[config.mk]
export PLATFORM = sky130hd
export DESIGN_NAME = tsa_status_alert
export DESIGN_NICKNAME = d
export VERILOG_FILES = /design/src/shared/tsa_pkg.sv /design/src/hw/tsa_status_alert.sv
export SDC_FILE = /design/constraint.sdc
export NUM_CORES = 1
export LEC_CHECK = 0
export BUFFER_PORTS_ARGS = -buffer_cell sky130_fd_sc_hd__buf_4
export CORE_AREA = 2 2 82 84
export CTS_CLUSTER_SIZE = 14
export DETAILED_ROUTE_END_ITERATION = 16
export DIE_AREA = 0 0 84 86
export PLACE_DENSITY = 0.78
export RECOVER_POWER = 50
export SLEW_MARGIN = 0
export SYNTH_ARGS = -nofsm -noshare
export SYNTH_HDL_FRONTEND = slang
export SYNTH_SLANG_ARGS = --single-unit
[constraint.sdc]
create_clock -name clk -period 1.1 [get_ports clk]
set_input_delay 0.11 -clock clk [delete_from_list [all_inputs] [get_ports clk]]
set_output_delay 0.11 -clock clk [all_outputs]
set_load 0.02 [all_outputs]
[src/shared/tsa_pkg.sv]
// package of constants and types for the temperature status and alert flag block
package tsa_pkg;
   localparam logic [7:0] TSA_PTR_STATUS  = 8'h02;
   localparam logic [7:0] TSA_PTR_HYST    = 8'h21;
   localparam logic [7:0] TSA_HYST_RESET  = 8'h0A;
   localparam int         TSA_CFG1_PINSEL = 5;
   localparam int         TSA_B_BUSY      = 7;
   localparam int         TSA_B_LOC_UP    = 6;
   localparam int         TSA_B_LOC_LO    = 5;
   localparam int         TSA_B_REM_UP    = 4;
   localparam int         TSA_B_REM_LO    = 3;
   localparam int         TSA_B_OPEN      = 2;
   localparam int         TSA_B_ROT       = 1;
   localparam int         TSA_B_LOT       = 0;
   localparam int         TSA_B_CHIGH     = 4;
   localparam int         TSA_B_CLOW      = 3;
   localparam int         TSA_B_COT       = 1;
   // one finished conversion result with its limits
   typedef struct packed {
      logic [7:0] temp;
      logic [7:0] high_lim;
      logic [7:0] low_lim;
      logic [7:0] ot_lim;
   } tsa_conv_t;
endpackage

[src/hw/tsa_status_alert.sv]
// status register and alert flag logic of the temperature monitor
`timescale 1ns/100ps
module tsa_status_alert
   import tsa_pkg::*;
#(
   parameter bit COMBINED = 1'b0
) (
   // clock and reset
   input  wire logic       clk,
   input  wire logic       resetn,
   // converter side
   input  wire logic       conv_busy,
   input  wire logic       conv_done,
   input  wire logic       conv_remote,
   input  wire logic       open_detect,
   input  wire tsa_conv_t  conv,
   // configuration
   input  wire logic [7:0] cfg1,
   input  wire logic [7:0] hyst,
   // register read port
   input  wire logic       rd_stb,
   input  wire logic [7:0] rd_ptr,
   output logic [7:0]      rd_data,
   // alert
   input  wire logic       alert_resp,
   output logic            alert_out,
   output logic            alert_oe
);
   logic       rst_s1_r, rst_s2_r;
   logic       rstn;
   logic       lhi_r, llo_r, rhi_r, rlo_r, open_r, lot_r, rot_r, busy_r;
   logic       lhi_live_r, rhi_live_r;
   logic       lhi_c_r, llo_c_r, rhi_c_r, rlo_c_r;
   logic       alert_r;
   logic [7:0] status;
   logic [7:0] flags_prev_r;
   logic [8:0] hi_rel, ot_rel;
   logic       pinsel, over_hi, under_lo, over_ot, hi_held, ot_held;
   logic       rd_hit, clr_pend_r;

   always_ff @(posedge clk or negedge resetn) begin
      if (!resetn) begin
         rst_s1_r <= 1'b0;
         rst_s2_r <= 1'b0;
      end else begin
         rst_s1_r <= 1'b1;
         rst_s2_r <= rst_s1_r;
      end
   end
   assign rstn = rst_s2_r;

   assign pinsel   = cfg1[TSA_CFG1_PINSEL];
   assign hi_rel   = {1'b0, conv.high_lim} - {1'b0, hyst};
   assign ot_rel   = {1'b0, conv.ot_lim} - {1'b0, hyst};
   assign over_hi  = conv.temp > conv.high_lim;
   assign under_lo = conv.temp < conv.low_lim;
   assign over_ot  = conv.temp > conv.ot_lim;
   // negative release point means any reading keeps the flag
   assign hi_held  = hi_rel[8] | ({1'b0, conv.temp} > hi_rel);
   assign ot_held  = ot_rel[8] | ({1'b0, conv.temp} > ot_rel);
   assign rd_hit   = rd_stb && (rd_ptr == TSA_PTR_STATUS);

   // busy follows converter
   always_ff @(posedge clk or negedge rstn) begin
      if (!rstn) busy_r <= 1'b0;
      else       busy_r <= conv_busy;
   end

   // clear one cycle after the byte is latched out
   always_ff @(posedge clk or negedge rstn) begin
      if (!rstn) clr_pend_r <= 1'b0;
      else       clr_pend_r <= rd_hit;
   end

   // live conditions, refreshed at end of own channel conversion
   always_ff @(posedge clk or negedge rstn) begin
      if (!rstn) begin
         lot_r <= 1'b0; rot_r <= 1'b0; lhi_live_r <= 1'b0; rhi_live_r <= 1'b0;
         lhi_c_r <= 1'b0; llo_c_r <= 1'b0; rhi_c_r <= 1'b0; rlo_c_r <= 1'b0;
      end else if (conv_done) begin
         if (conv_remote) begin
            rot_r      <= rot_r ? ot_held : over_ot;
            rhi_live_r <= rhi_live_r ? hi_held : over_hi;
            rhi_c_r    <= over_hi;
            rlo_c_r    <= under_lo;
         end else begin
            lot_r      <= lot_r ? ot_held : over_ot;
            lhi_live_r <= lhi_live_r ? hi_held : over_hi;
            lhi_c_r    <= over_hi;
            llo_c_r    <= under_lo;
         end
      end
   end

   // latched flags; a new event wins over the read clear
   always_ff @(posedge clk or negedge rstn) begin
      if (!rstn) begin
         lhi_r <= 1'b0; llo_r <= 1'b0; rhi_r <= 1'b0; rlo_r <= 1'b0; open_r <= 1'b0;
      end else begin
         if (clr_pend_r) begin
            if (!lhi_c_r) lhi_r <= 1'b0;
            if (!llo_c_r) llo_r <= 1'b0;
            if (!rhi_c_r) rhi_r <= 1'b0;
            if (!rlo_c_r) rlo_r <= 1'b0;
            open_r <= 1'b0;
         end
         if (conv_done && !conv_remote && over_hi) lhi_r <= 1'b1;
         if (conv_done && !conv_remote && under_lo) llo_r <= 1'b1;
         if (conv_done && conv_remote && over_hi) rhi_r <= 1'b1;
         if (conv_done && conv_remote && under_lo) rlo_r <= 1'b1;
         if (conv_busy && conv_remote && open_detect) open_r <= 1'b1;
      end
   end

   always_comb begin
      status = 8'h00;
      status[TSA_B_BUSY] = busy_r;
      status[TSA_B_OPEN] = open_r;
      if (COMBINED) begin
         status[TSA_B_CHIGH] = pinsel ? (lhi_live_r | rhi_live_r)
                                      : (lhi_r | rhi_r);
         status[TSA_B_CLOW]  = llo_r | rlo_r;
         status[TSA_B_COT]   = lot_r | rot_r;
      end else begin
         status[TSA_B_LOC_UP] = pinsel ? lhi_live_r : lhi_r;
         status[TSA_B_REM_UP] = pinsel ? rhi_live_r : rhi_r;
         status[TSA_B_LOC_LO] = llo_r;
         status[TSA_B_REM_LO] = rlo_r;
         status[TSA_B_ROT]   = rot_r;
         status[TSA_B_LOT]   = lot_r;
      end
   end

   always_ff @(posedge clk or negedge rstn) begin
      if (!rstn)       rd_data <= 8'h00;
      else if (rd_hit) rd_data <= status;
   end

   // alert sources: high, low, open bits of the active layout
   logic [7:0] alert_mask;
   assign alert_mask = COMBINED ? 8'h1C : 8'h7C;
   always_ff @(posedge clk or negedge rstn) begin
      if (!rstn) flags_prev_r <= 8'h00;
      else       flags_prev_r <= status & alert_mask;
   end

   // only the alert response releases; reads do not
   always_ff @(posedge clk or negedge rstn) begin
      if (!rstn) alert_r <= 1'b0;
      else if (!pinsel && |((status & alert_mask) & ~flags_prev_r)) alert_r <= 1'b1;
      else if (alert_resp) alert_r <= 1'b0;
   end

   always_ff @(posedge clk or negedge rstn) begin
      if (!rstn) begin
         alert_out <= 1'b0;
         alert_oe  <= 1'b0;
      end else begin
         alert_out <= 1'b0;
         alert_oe  <= pinsel ? (status[TSA_B_LOC_UP] | status[TSA_B_REM_UP] |
                                (COMBINED & status[TSA_B_CHIGH])) : alert_r;
      end
   end

   a_busy_follow: assert property (@(posedge clk) disable iff (!rstn)
      busy_r == $past(conv_busy)) else $error("busy bit wrong");
   a_read_clears_open: assert property (@(posedge clk) disable iff (!rstn)
      rd_hit && !(conv_busy && conv_remote && open_detect) ##1
      !(conv_busy && conv_remote && open_detect) |=> !open_r)
      else $error("open not cleared by read");
   a_open_holds: assert property (@(posedge clk) disable iff (!rstn)
      open_r && !clr_pend_r |=> open_r) else $error("open dropped");
   a_read_data: assert property (@(posedge clk) disable iff (!rstn)
      rd_hit |=> rd_data == $past(status)) else $error("read data wrong");
   a_alert_sticky: assert property (@(posedge clk) disable iff (!rstn)
      alert_r && !alert_resp |=> alert_r) else $error("alert released");
   a_alert_rise: assert property (@(posedge clk) disable iff (!rstn)
      !pinsel && $rose(status[TSA_B_OPEN]) |=> alert_r)
      else $error("alert missed");
   a_comb_zero: assert property (@(posedge clk) disable iff (!rstn)
      COMBINED |-> status[6:5] == 2'b00 && !status[0]) else $error("zero bits set");
   a_low_latch: assert property (@(posedge clk) disable iff (!rstn)
      conv_done && !conv_remote && under_lo |=> llo_r) else $error("low not latched");
   c_open_read: cover property (@(posedge clk) disable iff (!rstn) open_r ##1 clr_pend_r);
   c_alert_resp: cover property (@(posedge clk) disable iff (!rstn) alert_r ##1 !alert_r);
   c_lot_set: cover property (@(posedge clk) disable iff (!rstn) $rose(lot_r));
endmodule

==> out/metrics.yaml <==
pwr:
  power.density_nw_per_um2: 1060
  p_total_w: 0.00444
  p_leak_nw: 2.10
  ir_worst_vdd_mv: 1.00
clock_tree:
  cts_tree: "done"
  clock_latency_ns: 0.28
  htree_levels: 2
  numClockSinks: 32
  cts_max_path_buffers: 2
  cts_buffers: 5
  cts_root_buffer: "clkbuf_8"
  path_clk_slew_ns: 0.06
yosys:
  syn_area_sq_um: 2780
  ys_seq_elements: 32
  syn_inst: 317
  yosys_warnings: 0
  synth_area_per_cell_sq_um: 8.76
  synthFlopType: "dfrtp_1"
  ys_seq_area_share_pct: 28.8
  async_reset_ff_share_pct: 100
  synthDistinctLibCells: 43
  syn-num-nets: 438
  synth-edff-count: 0
layout:
  final_core_util_pct: 66.5
  syn2layout_area_growth_pct: 50.3
  stdcell_area_sq_um: 4170
  multiInputGateArea_sq_um: 2040
  nets: 558
  largest_reg_flops: 8
  layout_common_cells: "buf_4, ha_1, inv_1"
  ff_latch_area_sq_um: 801
  fillers: 506
  diodes: 0
  largestRegisters: "rd_data (8), flags_prev_r (5)"
  final_common_cell: "buf_4"
  drive_above_1_share_pct: 38.1
  regMostFlops: "rd_data"
flow_run:
  drv_cap: 0
timing:
  setup_viol: 8
  hold_viol: 0
  rsz0062_at_grt: "true"
  drv_slew: 0
  slew_headroom_pct: 52.1
  min_period_over_period_pct: 214
  clock_skew_ns: 0.00603
  worst_slack_ns: -1.25
  tns_ns: -4.79
  worst_slew_pin_slew_ns: 0.719
  fmax_mhz: 425
  period_needed_ns: 2.35
  whs_ns: 0.0139
critical_path:
  r2r_end: "rd_data[4]"
  rrSetupSlack_ns: 0.06
  crit_path_end: "rot_r"
  worstSetupPathType: "input pin to register"
  path_delay_family: "compound AO/OA/AOI/OAI gates"
  crit_path_start_kind: "input pin"
  crit_buf_inv: 3
  critical_path.cell_chain: "buf_12 > inv_12 > ha_4 > fa_2 > nor2b_4 > o2111ai_2 > nand2_1 > nor2_1 > xor2_1 > ha_1 > a211oi_2 > buf_4 > a21oi_1 > o21ai_0 > o32ai_2 > o22a_1"
  slowest_stage: "fa_2"
  r2r_cells: 2
  required_ns: 1.27
  cpPeakStageDelay_ns: 0.37
  rr_startpoint: "rhi_r"
  startpoint: "conv[0]"
  worstSetupPathDepth: 16
  critPathArrivalTime_ns: 2.52
  endpoint_kind: "register"
  worst-path-max-fanout: 2
detailed_routing:
  dr_total_vias: 2700
  drtAntennaViolNets: 0
  firstDrtPassIters: 4
  drt-initial-drc-count: 77
  wire_per_inst_microns: 14.9
  via_per_inst: 5.24
  drcViolationCount: 0
  drt-total-wl_microns: 7650
grt:
  met3_usage_pct: 3.37
  antenna_found_initial: 0
  overflow: 0
  grt.total_usage_pct: 21.3
  groute.layer.met1.usage_pct: 24.4
  grt_pass1_vias: 2804
  grt_pass1_wl_microns: 12400
  grt.met2_usage_pct: 39.3
  grt_start_max_net_pins: 31
  grt-busiest-layer: "met2"
floorplan:
  die_h_microns: 86
  coreArea_sq_um: 6280
  initial_core_util_pct: 44.2
  dieArea_sq_um: 7220
  num_rows: 29
  fp.dieW_microns: 84
  io-pin-count: 74
placed_design:
  place_area_sq_um: 3790
  dp_hpwl_microns: 6150
  gp_congestion: 0.843
  numPortBuffers: 65
status:
  outcome: "finished with violations"
  violations: "setup timing"
worst_hold_path:
  hold_class: "input pin to register"
## synth_stat cells, types with 2 or more instances
| cell | number | area, sq um |
|---|---|---|
| a211oi_1 | 3 | 22.5 |
| a21o_1 | 6 | 45.0 |
| a21oi_1 | 17 | 85.1 |
| a2bb2oi_1 | 2 | 17.5 |
| a31oi_1 | 4 | 25.0 |
| conb_1 | 2 | 7.51 |
| dfrtp_1 | 32 | 801 |
| fa_1 | 2 | 40.0 |
| ha_1 | 55 | 688 |
| inv_1 | 44 | 165 |
| mux2_2 | 3 | 33.8 |
| nand2_1 | 30 | 113 |
| nand2b_1 | 6 | 37.5 |
| nand3_1 | 2 | 10.0 |
| nand4_1 | 9 | 56.3 |
| nor2_1 | 16 | 60.1 |
| nor2b_1 | 10 | 62.6 |
| nor3_1 | 3 | 15.0 |
| o2111ai_1 | 3 | 26.3 |
| o211ai_1 | 7 | 52.6 |
| o21a_1 | 4 | 30.0 |
| o21ai_0 | 23 | 115 |
| o22a_1 | 2 | 17.5 |
| o22ai_1 | 4 | 25.0 |
| o32ai_1 | 2 | 17.5 |
| xnor2_1 | 4 | 35.0 |
| xor2_1 | 6 | 52.6 |
## layout make-up
type | instances | area share (%)
Timing Repair Buffer | 116 | 22.4
Clock inverter | 3 | 1.02
Inverter | 44 | 4.56
Clock buffer | 5 | 1.65
Sequential cell | 32 | 19.2
Tap cell | 77 | 2.31
Multi-Input combinational cell | 238 | 48.9
## metal layers
metal,vias to the layer above,part of all wire [%],wire length [microns]
li1,1360,-,-
met1,1230,39,2980
met2,88,52,4020
met3,22,5.2,399
met4,0,3.4,263
met5,-,0,0
## per-stage QoR
step | worst slack (ns) | cells
4_1_cts | -1.21 | 511
3_3_place_gp | -1.60 | 501
5_1_grt | -1.38 | 515
3_5_place_dp | -1.67 | 501
6_report | -1.25 | 515
2_1_floorplan | -1.23 | 317
## logic make-up after synthesis
| family | count (synthesis) | synth area share, % |
|---|---|---|
| AOI/OAI and AO/OA | 83 | 19.1 |
| xor gates and xnor gates | 10 | 3.15 |
| adders and majority gates | 57 | 26.2 |
| buffers and inverters | 47 | 6.49 |
| DFF | 32 | 28.8 |
| muxes | 3 | 1.22 |
| other | 2 | 0.270 |
| and+or+nand+nor | 83 | 14.7 |
## worst min path at each step
stage	end	start	cells past startpoint	slack, ns
after floorplan	rst_s1_r	resetn	0	-0.19
after global placement	rst_s2_r	resetn	1	-0.11
after detailed placement	rst_s2_r	resetn	1	-0.11
after CTS	alert_r	alert_resp	2	0.004
after global routing	alert_r	alert_resp	2	0.02
final	alert_r	alert_resp	2	0.01
## power by group
group	switching, W	leakage [nW]	internal (W)	total [W]
clock	0.000426	0.0541	0.000669	0.00110
combinational	0.000908	1.68	0.000999	0.00191
sequential	0.0000947	0.362	0.00134	0.00144
total	0.00143	2.10	0.00301	0.00444
## timing repair
item	in CTS	in global routing
setup endpoints to repair	10	18
endpoints found under the hold margin	3	0
setup buffers	1	5
pin swaps	17	19
hold buffers	2	0
gates resized for setup	35	17
(Power assumes the default switching activity.)
